## src/logic/heps_pkg.sv

```systemverilog
// constants for host endian and power save control
package heps_pkg;

  // ---------------------------------------------------------------
  // widths and sizes
  // ---------------------------------------------------------------
  localparam int ADDR_W = 12;
  localparam int DATA_W = 16;
  localparam int BUF_AW = 8;
  localparam int BUF_DEPTH = 256;
  localparam int GPIO_W = 4;
  localparam int PWM_W = 4;

  // ---------------------------------------------------------------
  // address map, word addresses on the 16-bit bus
  // ---------------------------------------------------------------
  localparam int BUF_SEL_BIT = 11;
  localparam logic [ADDR_W-1:0] DISP_CTRL_WADDR = 12'h038;
  localparam logic [ADDR_W-1:0] PWR_CTRL_WADDR = 12'h050;
  localparam logic [ADDR_W-1:0] GPIO_CTRL_WADDR = 12'h058;
  localparam logic [ADDR_W-1:0] GPIO_STAT_WADDR = 12'h059;
  localparam logic [ADDR_W-1:0] STRAP_STAT_WADDR = 12'h05a;

  // ---------------------------------------------------------------
  // field positions
  // ---------------------------------------------------------------
  localparam int DISP_SWAP_BIT = 14;
  localparam int PS_EN_BIT = 0;
  localparam int MC_DOWN_BIT = 3;
  localparam int GPIO_OUT_LSB = 0;
  localparam int GPIO_DIR_LSB = 4;
  localparam int STRAP_BE_BIT = 0;
  localparam int STRAP_PF_BIT = 1;

  // ---------------------------------------------------------------
  // reset values and counts
  // ---------------------------------------------------------------
  localparam logic PS_EN_RESET = 1'b1;
  localparam logic DISP_SWAP_RESET = 1'b0;
  localparam logic [GPIO_W-1:0] GPIO_OUT_RESET = 4'h0;
  localparam logic [GPIO_W-1:0] GPIO_DIR_RESET = 4'h0;
  localparam logic [1:0] STRAP_SETTLE_CYCLES = 2'h2;

  typedef enum logic [1:0] {
    ST_INIT,
    ST_IDLE,
    ST_WAKE,
    ST_ACK
  } heps_state_t;

endpackage

```

## src/logic/heps_core.sv

```systemverilog
// host endian swapping, power save and refresh path
//
// The address map and the Avalon-MM interface to the registers were decided locally.
`timescale 1ns/1ps
module heps_core (
  input wire logic sys_clk_i,
  input wire logic rst_n_i,
  input wire logic endian_select_strap_i,
  input wire logic pin_function_strap_i,
  input wire logic [heps_pkg::ADDR_W-1:0] avs_address_i,
  input wire logic avs_read_i,
  input wire logic avs_write_i,
  input wire logic [heps_pkg::DATA_W-1:0] avs_writedata_i,
  input wire logic [1:0] avs_byteenable_i,
  output logic [heps_pkg::DATA_W-1:0] avs_readdata_o,
  output logic avs_waitrequest_o,
  output logic [heps_pkg::DATA_W-1:0] panel_data_o,
  output logic panel_de_o,
  output logic panel_shift_o,
  output logic pwm_source_clock_o,
  input wire logic [heps_pkg::GPIO_W-1:0] gpio_i,
  output logic [heps_pkg::GPIO_W-1:0] gpio_o,
  output logic [heps_pkg::GPIO_W-1:0] gpio_oe_o,
  output logic power_save_o,
  output logic mc_down_o
);
  import heps_pkg::*;

  // ---------------------------------------------------------------
  // state
  // ---------------------------------------------------------------
  typedef struct packed {
    // bus sequencing and strap settling
    heps_state_t state;
    logic [1:0] settle_cnt;
    logic be_s1;
    logic be_s2;
    logic pf_s1;
    logic pf_s2;
    // straps as latched once after reset
    logic big_endian;
    logic pin_func;
    // software control fields
    logic ps_en;
    logic disp_swap;
    logic [GPIO_W-1:0] gpio_out;
    logic [GPIO_W-1:0] gpio_dir;
    // gpio synchroniser and pin drive
    logic [GPIO_W-1:0] gpio_s1;
    logic [GPIO_W-1:0] gpio_s2;
    logic [GPIO_W-1:0] gpio_pin;
    logic [GPIO_W-1:0] gpio_en;
    // read data held for the answer cycle
    logic [DATA_W-1:0] rdata;
    // refresh path and pwm source
    logic [BUF_AW-1:0] fetch_addr;
    logic [DATA_W-1:0] panel_data;
    logic panel_de;
    logic panel_shift;
    logic [PWM_W-1:0] pwm_cnt;
  } heps_core_t;

  heps_core_t s;
  heps_core_t next_s;

  // display buffer, no reset; words are undefined until written
  logic [DATA_W-1:0] buf_mem [BUF_DEPTH];
  // datapath between bus, buffer and panel
  logic [DATA_W-1:0] wd_le;
  logic [DATA_W-1:0] raw_rd;
  logic [DATA_W-1:0] rd_bus;
  logic [DATA_W-1:0] disp_word;
  logic [1:0] be_le;
  logic is_buf;
  logic buf_we;
  logic mc_down;

  // ---------------------------------------------------------------
  // helpers
  // ---------------------------------------------------------------
  // register select by word address
  // bit 11 set selects the buffer, so registers decode only below it
  function automatic logic hit(input logic [ADDR_W-1:0] a,
                               input logic [ADDR_W-1:0] r);
    hit = !a[BUF_SEL_BIT] && (a == r);
  endfunction

  // byte-lane merge of a write into an old word
  function automatic logic [DATA_W-1:0] merge(
    input logic [DATA_W-1:0] old,
    input logic [DATA_W-1:0] wd,
    input logic [1:0] be);
    logic [DATA_W-1:0] r;
    // lanes that are not enabled keep their old bits
    r = old;
    if (be[0]) begin
      r[7:0] = wd[7:0];
    end
    if (be[1]) begin
      r[15:8] = wd[15:8];
    end
    merge = r;
  endfunction

  // ---------------------------------------------------------------
  // byte swapping paths
  // ---------------------------------------------------------------
  // bus write data into little-endian layout
  heps_swap u_wr_swap (
    .en_i(s.big_endian),
    .data_i(avs_writedata_i),
    .data_o(wd_le)
  );

  // little-endian read data back onto the bus
  heps_swap u_rd_swap (
    .en_i(s.big_endian),
    .data_i(raw_rd),
    .data_o(rd_bus)
  );

  // second swap of stored pixels during refresh
  // stored pixels keep the bus-swapped layout, so 16 bpp swaps again
  heps_swap u_disp_swap (
    .en_i(s.disp_swap),
    .data_i(buf_mem[s.fetch_addr]),
    .data_o(disp_word)
  );

  // byte enables follow the data lanes
  assign be_le = s.big_endian ? {avs_byteenable_i[0], avs_byteenable_i[1]}
                              : avs_byteenable_i;
  assign is_buf = avs_address_i[BUF_SEL_BIT];
  assign buf_we = (s.state == ST_ACK) && avs_write_i && is_buf;

  // memory controller sleeps in power save except for a buffer write
  // awake through the wake cycle and the completing edge
  assign mc_down = s.ps_en && (s.state != ST_WAKE) && !buf_we;

  // ---------------------------------------------------------------
  // read mux, little-endian view
  // ---------------------------------------------------------------
  always_comb begin
    // reserved bits and unmapped locations read as zero
    raw_rd = '0;
    if (is_buf) begin
      // buffer reads in power save are unsupported and return zero
      if (!s.ps_en) begin
        raw_rd = buf_mem[avs_address_i[BUF_AW-1:0]];
      end
    end else if (hit(avs_address_i, DISP_CTRL_WADDR)) begin
      raw_rd[DISP_SWAP_BIT] = s.disp_swap;
    end else if (hit(avs_address_i, PWR_CTRL_WADDR)) begin
      raw_rd[PS_EN_BIT] = s.ps_en;
      raw_rd[MC_DOWN_BIT] = mc_down;
    end else if (hit(avs_address_i, GPIO_CTRL_WADDR)) begin
      raw_rd[GPIO_OUT_LSB +: GPIO_W] = s.gpio_out;
      raw_rd[GPIO_DIR_LSB +: GPIO_W] = s.gpio_dir;
    end else if (hit(avs_address_i, GPIO_STAT_WADDR)) begin
      raw_rd[GPIO_OUT_LSB +: GPIO_W] = s.gpio_s2;
    end else if (hit(avs_address_i, STRAP_STAT_WADDR)) begin
      raw_rd[STRAP_BE_BIT] = s.big_endian;
      raw_rd[STRAP_PF_BIT] = s.pin_func;
    end
  end

  // ---------------------------------------------------------------
  // next state
  // ---------------------------------------------------------------
  always_comb begin
    logic [DATA_W-1:0] upd;
    upd = '0;
    next_s = s;

    // pin synchronisers
    next_s.be_s1 = endian_select_strap_i;
    next_s.be_s2 = s.be_s1;
    next_s.pf_s1 = pin_function_strap_i;
    next_s.pf_s2 = s.pf_s1;
    next_s.gpio_s1 = gpio_i;
    next_s.gpio_s2 = s.gpio_s1;

    // host request sequencing
    case (s.state)
      ST_INIT: begin
        // straps settle through the synchronisers, then latch once
        // waitrequest stays high, so an early request simply waits
        if (s.settle_cnt == STRAP_SETTLE_CYCLES) begin
          next_s.big_endian = s.be_s2;
          next_s.pin_func = s.pf_s2;
          next_s.state = ST_IDLE;
        end else begin
          next_s.settle_cnt = s.settle_cnt + 2'h1;
        end
      end
      ST_IDLE: begin
        if (avs_read_i || avs_write_i) begin
          // read data captured now stands through the answer cycle
          next_s.rdata = rd_bus;
          // a buffer write in power save first wakes the controller
          if (avs_write_i && is_buf && s.ps_en) begin
            next_s.state = ST_WAKE;
          end else begin
            next_s.state = ST_ACK;
          end
        end
      end
      ST_WAKE: begin
        next_s.state = ST_ACK;
      end
      ST_ACK: begin
        next_s.state = ST_IDLE;
        // register writes land at the completing edge, lanes mapped
        if (avs_write_i && !is_buf) begin
          if (hit(avs_address_i, DISP_CTRL_WADDR)) begin
            upd = merge({1'b0, s.disp_swap, 14'h0000}, wd_le, be_le);
            next_s.disp_swap = upd[DISP_SWAP_BIT];
          end else if (hit(avs_address_i, PWR_CTRL_WADDR)) begin
            upd = merge({15'h0000, s.ps_en}, wd_le, be_le);
            next_s.ps_en = upd[PS_EN_BIT];
          end else if (hit(avs_address_i, GPIO_CTRL_WADDR)) begin
            upd = merge({8'h00, s.gpio_dir, s.gpio_out}, wd_le, be_le);
            next_s.gpio_out = upd[GPIO_OUT_LSB +: GPIO_W];
            next_s.gpio_dir = upd[GPIO_DIR_LSB +: GPIO_W];
          end
        end
      end
      default: begin
        next_s.state = ST_IDLE;
      end
    endcase

    // display refresh runs only outside power save
    // fetch restarts at word 0 so refresh resumes from the top
    if (s.ps_en) begin
      next_s.fetch_addr = '0;
      next_s.panel_data = '0;
      next_s.panel_de = 1'b0;
      next_s.panel_shift = 1'b0;
      next_s.pwm_cnt = '0;
    end else begin
      next_s.fetch_addr = s.fetch_addr + 8'h01;
      next_s.panel_data = disp_word;
      next_s.panel_de = 1'b1;
      next_s.panel_shift = !s.panel_shift;
      next_s.pwm_cnt = s.pwm_cnt + 4'h1;
    end

    // general-purpose pins: panel control or plain gpio
    // panel-control pins track this edge's refresh outputs
    // plain gpio keeps working in power save
    if (s.pin_func) begin
      next_s.gpio_pin = s.ps_en ? 4'h0
                        : {2'b00, next_s.panel_shift, next_s.panel_de};
      next_s.gpio_en = '1;
    end else begin
      next_s.gpio_pin = next_s.gpio_out;
      next_s.gpio_en = next_s.gpio_dir;
    end
  end

  // ---------------------------------------------------------------
  // registers
  // ---------------------------------------------------------------
  always_ff @(posedge sys_clk_i or negedge rst_n_i) begin
    if (!rst_n_i) begin
      s <= '0;
      s.state <= ST_INIT;
      s.ps_en <= PS_EN_RESET;
      s.disp_swap <= DISP_SWAP_RESET;
      s.gpio_out <= GPIO_OUT_RESET;
      s.gpio_dir <= GPIO_DIR_RESET;
    end else begin
      s <= next_s;
    end
  end

  // display buffer write with byte lanes
  always_ff @(posedge sys_clk_i) begin
    if (buf_we) begin
      if (be_le[0]) begin
        buf_mem[avs_address_i[BUF_AW-1:0]][7:0] <= wd_le[7:0];
      end
      if (be_le[1]) begin
        buf_mem[avs_address_i[BUF_AW-1:0]][15:8] <= wd_le[15:8];
      end
    end
  end

  // ---------------------------------------------------------------
  // outputs
  // ---------------------------------------------------------------
  assign avs_readdata_o = s.rdata;
  // waitrequest is low only in the single answer cycle
  assign avs_waitrequest_o = (s.state != ST_ACK);
  assign panel_data_o = s.panel_data;
  assign panel_de_o = s.panel_de;
  assign panel_shift_o = s.panel_shift;
  assign pwm_source_clock_o = s.pwm_cnt[PWM_W-1];
  assign gpio_o = s.gpio_pin;
  assign gpio_oe_o = s.gpio_en;
  assign power_save_o = s.ps_en;
  assign mc_down_o = mc_down;

endmodule

```

## src/logic/heps_swap.sv

```systemverilog
// conditional byte swap of one 16-bit word
`timescale 1ns/1ps
module heps_swap (
  input wire logic en_i,
  input wire logic [heps_pkg::DATA_W-1:0] data_i,
  output logic [heps_pkg::DATA_W-1:0] data_o
);
  import heps_pkg::*;

  // even byte goes to upper half when swapping
  always_comb begin
    if (en_i) begin
      data_o = {data_i[7:0], data_i[15:8]};
    end else begin
      data_o = data_i;
    end
  end

endmodule

```

## config.mk

```make
export PLATFORM = sky130hd
export DESIGN_NAME = heps_core
export DESIGN_NICKNAME = d
export VERILOG_FILES = /design/src/logic/heps_pkg.sv /design/src/logic/heps_core.sv /design/src/logic/heps_swap.sv
export SDC_FILE = /design/constraint.sdc
export NUM_CORES = 2
export LEC_CHECK = 0
export BUFFER_PORTS_ARGS = -buffer_cell sky130_fd_sc_hd__buf_4
export CAP_MARGIN = 20
export CORE_MARGIN = 5
export CORE_UTILIZATION = 65
export DETAILED_ROUTE_END_ITERATION = 8
export PLACE_DENSITY = 0.77
export SLEW_MARGIN = 40
export SYNTH_ARGS = -nofsm -noshare
export SYNTH_HDL_FRONTEND = slang
export SYNTH_HIERARCHICAL = 1
export SYNTH_SLANG_ARGS = --single-unit
export TNS_END_PERCENT = 1
```

## constraint.sdc

```tcl
create_clock -name sys_clk_i -period 5.8 [get_ports sys_clk_i]
set_input_delay 0.29 -clock sys_clk_i [delete_from_list [all_inputs] [get_ports sys_clk_i]]
set_output_delay 0.29 -clock sys_clk_i [all_outputs]
set_load 0.03 [all_outputs]
```

**Word level (Yosys, flattened, before mapping)**

Memory sizes are Yosys's and may differ from the RTL's.
Cells that the tools add are included.

- Word-level logic and storage cells: 103
- Bits in writable memories: 4,096
- Bits of input ports: 40
- Register bits after elaboration: 82
- Memories kept: 1
- Output and inout port bits: 46

Memory list:

| name | depth | bits a word | read ports | clocked after Yosys merged registers in | write ports | line | RTL |
|---|---|---|---|---|---|---|---|
| buf_mem | 256 | 16 | 2 | 0 | 1 | heps_core.sv:67 | `logic [DATA_W-1:0] buf_mem [BUF_DEPTH];` |

- $add $sub $neg: 3
- Reductions and logical operators: 23
- Bitwise logic cells: 2
- Equal/unequal tests: 13
- Multiplexer cells: 39

Operators with widths:

| kind | number |
|---|---|
| 2-to-1 mux 8 bit | 9 |
| 2-to-1 mux 16 bit | 4 |
| equality test 12 x 7 -> 1 bit, second input constant | 4 |
| 2-to-1 mux 30 bit | 1 |
| 2-to-1 mux 2 bit | 8 |
| equality test 12 x 6 -> 1 bit, second input constant | 1 |
| logical AND 1 bit | 12 |
| 2-to-1 mux 1 bit | 12 |
| 2-to-1 mux 4 bit | 3 |
| adder 8 x 1 -> 8 bit, second input constant | 1 |
| inequality test 2 bit, second input constant | 4 |
| one-hot mux 2 bit (4 select lines) | 1 |
| AND reduction 2 bit | 4 |
| equality test 2 bit, second input constant | 3 |
| 2-to-1 mux 6 bit | 1 |
| AND reduction 5 bit | 1 |
| adder 4 x 1 -> 4 bit, second input constant | 1 |
| AND reduction 4 bit | 1 |
| logical NOT 1 bit | 3 |
| adder 2 x 1 -> 2 bit, second input constant | 1 |
| equality test 2 x 1 -> 1 bit, second input constant | 1 |
| logical NOT 2 bit | 1 |
| inverter 1 bit | 2 |
| logical OR 1 bit | 1 |

**Logic depth before layout (Yosys ltp)**

- Depth in word-level cells: 9
- Depth in mapped cells: 14
- Gate-level depth less buffers: 9

**Modules after synthesis**

Netlist, hierarchy kept.

By module, submodules not included:

| module | area each (um^2) | cells an instance | instances |
|---|---|---|---|
| heps_core | 194,008.6 | 9,252 | 1 |
| heps_swap | 249.0 | 18 | 3 |

**Least setup slack after synthesis**

OpenSTA, ideal clock, no wires.

- Path type: reg2reg
- Start: reg s[73] in the netlist's numbering
- End: reg s, in the netlist gpio_o[0]
- Setup slack: 2.658 ns
- Stages on the path, launching flop included: 6
- Clock period less this slack: 3.142 ns
- Arrival time: 3.065 ns
- Data required time: 5.723 ns
- Library setup time: 0.077 ns
- Path through: dfrtp_1 buf_6 mux2_2 mux2_2 nor2_1 a21oi_1

RTL lines:

| element | line | RTL |
|---|---|---|
| start, declared | heps_core.sv:63 | `heps_core_t s;` |
| start signal, assigned | heps_core.sv:274 | `s <= next_s;` |

==> results.toml <==
[sta]
slew_viol_final = 0
skew_ns = 0.06296
rsz0062_at_grt = "false"
tns_ns = 0
fin_crit_ns = 4.902
timing.slew.headroom_pct = 32.70
finalHoldViolations = 0
fmax_ghz = 0.2040
finalSetupViolCount = 0
period_share_pct = 84.52
worstMarginPinSlew_ns = 1.009

[worst_setup_path]
critPathLaunchType = "flop"
reg2regPathDepth = 11
cp-end-kind = "flop"
critPathLaunch = "s[22]"
cp_data_required_time_ns = 6.72
r2r-end = "panel_data_o[6]"
endpoint = "panel_data_o[6]"
critPathKind = "flop to flop"
cp.arrival_ns = 5.82
reg2reg_slack_ns = 0.90
crit_fanout = 23
timing.rr.start = "s[22]"

[clock_tree]
clkTransAtPathRegs_ns = 0.06
cts_sinks = 4178
cts-root-buf = "clkbuf_16"
htree_num_levels = 5
numCtsBuffers = 418
cts_resized = 0
clock_path_buffers = 4
clkLatencyLatePin_ns = 1.01
cts_tree = "built"

[pwr]
power.density_nw_per_um2 = 367.8
power.switching_mw = 23.68
cellLeakagePower_nw = 69.01
swShare_pct = 29.46
pwr-share-clk_pct = 33.9
p_int_mw = 56.70
power_frac_comb_pct = 20.6
power_frac_seq_pct = 45.5
ir_drop_uv = 327.1

[synthesis]
ys_seq_area_share_pct = 64.21
synth_area_per_cell_um2 = 20.93
synth_warnings = 6
syn_nets = 9353
synth_top_area_share_pct = 63.16
async_reset_ff_share_pct = 1.963
ys_top_cells_by_area = "edfxtp_1, mux4_2, mux2i_1, nor2_1, dfrtp_1"
synth-seq-cells = 4178
synth_top_area_cell = "edfxtp_1"
syn_inst = 9306
synth-edff-count = 4096
ys_types = 70
synth.cell_area_um2 = 194800
synth-main-ff-cell = "edfxtp_1"

[final_layout]
finalNetCount = 9781
final.fill_count = 16600
drive_gt1_share_pct = 41.70
fin_util_pct = 73.09
final_cell_mix = "edfxtp_1, mux4_2, buf_4"
area_growth_pct = 12.21
final_area_um2 = 218500
final_common_cell = "edfxtp_1"

[hold_path]
hold_path_depth = 3
hold_path.class = "primary input to flop"

[grt]
overflow = 0
grt_pass1_wl_um = 911100
grt_pass1_vias = 113000
grt_max_degree = 189
antenna_found_initial = 68
grt_usage_pct = 42.89

[status]
status = "finished clean"

[routing]
vias = 115000
wl_um = 658700
wire_per_inst_um = 46.71
drc_errors = 0
initialDrtViolationCount = 21410
vias_per_cell = 8.153
drtPass1Iterations = 8
detail-route-antenna-nets = 0

[floorplanning]
dieArea_um2 = 310700
die_x_um = 557.4
core_um2 = 299000
initial_core_util_pct = 65.13
rows = 201
die_h_um = 557.4
design.portCount = 86

[run]
drv_cap = 0

[placement]
placed_cell_area_um2 = 204100
dp_hpwl_um = 428900
io_buffers = 85
gp_congestion = 1.020
-- per-stage QoR --
| stage | total power [mW] | instances | hold WS (ns) | worst slack [ns] |
|---|---|---|---|---|
| 2_1_floorplan | 45.51 | 9306 | -0.005591 | 2.658 |
| 3_3_place_gp | 52.12 | 13220 | 0.2508 | 0.6434 |
| 3_5_place_dp | 52.60 | 13230 | 0.2562 | 0.9345 |
| 4_1_cts | 79.22 | 14020 | 0.001688 | 1.113 |
| 5_1_grt | 81.61 | 14050 | 0.005648 | 0.8833 |
| 6_report | 80.37 | 14100 | 0.004852 | 0.8980 |
-- routing by layer --
layer	GRT usage (%)	routed length, µm	vias up
li1	-	-	41530
met1	57.01	206800	59940
met2	60.06	287200	11390
met3	20.23	120500	2063
met4	22.01	43620	64
met5	0.7101	662	-
-- cell families (layout without fill, tap and decap cells) --
kind of cell	Yosys count	count (layout)	synth area share, %
flops	4178	4178	64.21
mux	2738	2738	29.32
simple gates	1061	1061	2.381
buf+inv	816	1596	2.128
compound gates	498	498	1.879
xor+xnor	8	8	0.03598
fa+ha+maj	7	7	0.04497
other cells	0	59	0
-- worst min path at each step --
stage,slack (ns),startpoint,endpoint
2_1_floorplan,-0.006,rst_n_i,avs_readdata_o[0]
3_3_place_gp,0.25,rst_n_i,panel_shift_o
3_5_place_dp,0.26,rst_n_i,panel_shift_o
4_1_cts,0.002,avs_writedata_i[10],buf_mem[198][10]
5_1_grt,0.006,avs_writedata_i[3],buf_mem[149][3]
6_report,0.005,avs_writedata_i[10],buf_mem[197][10]
-- cell type report --
type	count	area [µm²]	share of cell area, %
inverters	7	33.78	0.01546
clock inverters	250	2407	1.102
well taps	3958	4952	2.266
clock buffers	522	11110	5.082
repair buffers	817	7834	3.585
flip-flops and latches	4178	125100	57.23
multi-input cells	4312	66990	30.65
diodes	59	147.6	0.06756
-- power by group through the flow --
stage / logic [mW] / registers, mW / clock network (mW)
after global routing: 16.6 / 36.5 / 28.5
final: 16.6 / 36.6 / 27.3
after detailed placement: 15.5 / 37.1 / 0
after global placement: 14.9 / 37.2 / 0
after CTS: 15.6 / 36.5 / 27.2
after floorplan: 8.81 / 36.7 / 0
-- critical path: stages, from the launching register on --
cell and delay, ns:
dfrtp_4 0.98, buf_12 0.31, buf_4 0.34, buf_4 0.24, mux4_2 0.25, mux4_2 0.27, mux2i_1 0.08, a22oi_1 0.70
nand2_1 0.43, nor4b_2 0.74, mux2_4 0.26, nor2b_1 0.13
-- sequential cells by signal, summed over array words and instances (netlist names), 4 cells and up --
signal	count
gpio_oe_o	4
panel_data_o	16
gpio_o	4
s	32
buf_mem	4096
next_s	6
avs_readdata_o	16
-- timing repair --
action                                 4_1_cts  5_1_grt
hold buffers                                22        4
endpoints found under the hold margin      112       76
setup buffers                                0        0
-- cells in the mapped netlist, drive strengths merged, types with 6 or more instances --
| master | instances |
|---|---|
| nor3b | 7 |
| o32ai | 8 |
| buf | 450 |
| a2111oi | 7 |
| a211oi | 42 |
| mux2i | 296 |
| mux2 | 86 |
| o22ai | 75 |
| a32oi | 16 |
| nor2b | 69 |
| nor3 | 16 |
| nor4b | 15 |
| o211ai | 7 |
| nand4 | 14 |
| nand2b | 11 |
| mux4 | 2356 |
| and2 | 9 |
| and3 | 10 |
| nor2 | 582 |
| a22o | 57 |
| a21oi | 54 |
| dfrtp | 81 |
| a31oi | 6 |
| a221oi | 53 |
| inv | 6 |
| nand3 | 69 |
| edfxtp | 4096 |
| a41oi | 6 |
| nor4 | 13 |
| a22oi | 113 |
| nand2 | 215 |
| ha | 7 |
| clkbuf | 359 |
| or2 | 6 |
| o21ai | 32 |
No activity file was read; power rests on OpenSTA's default activity.
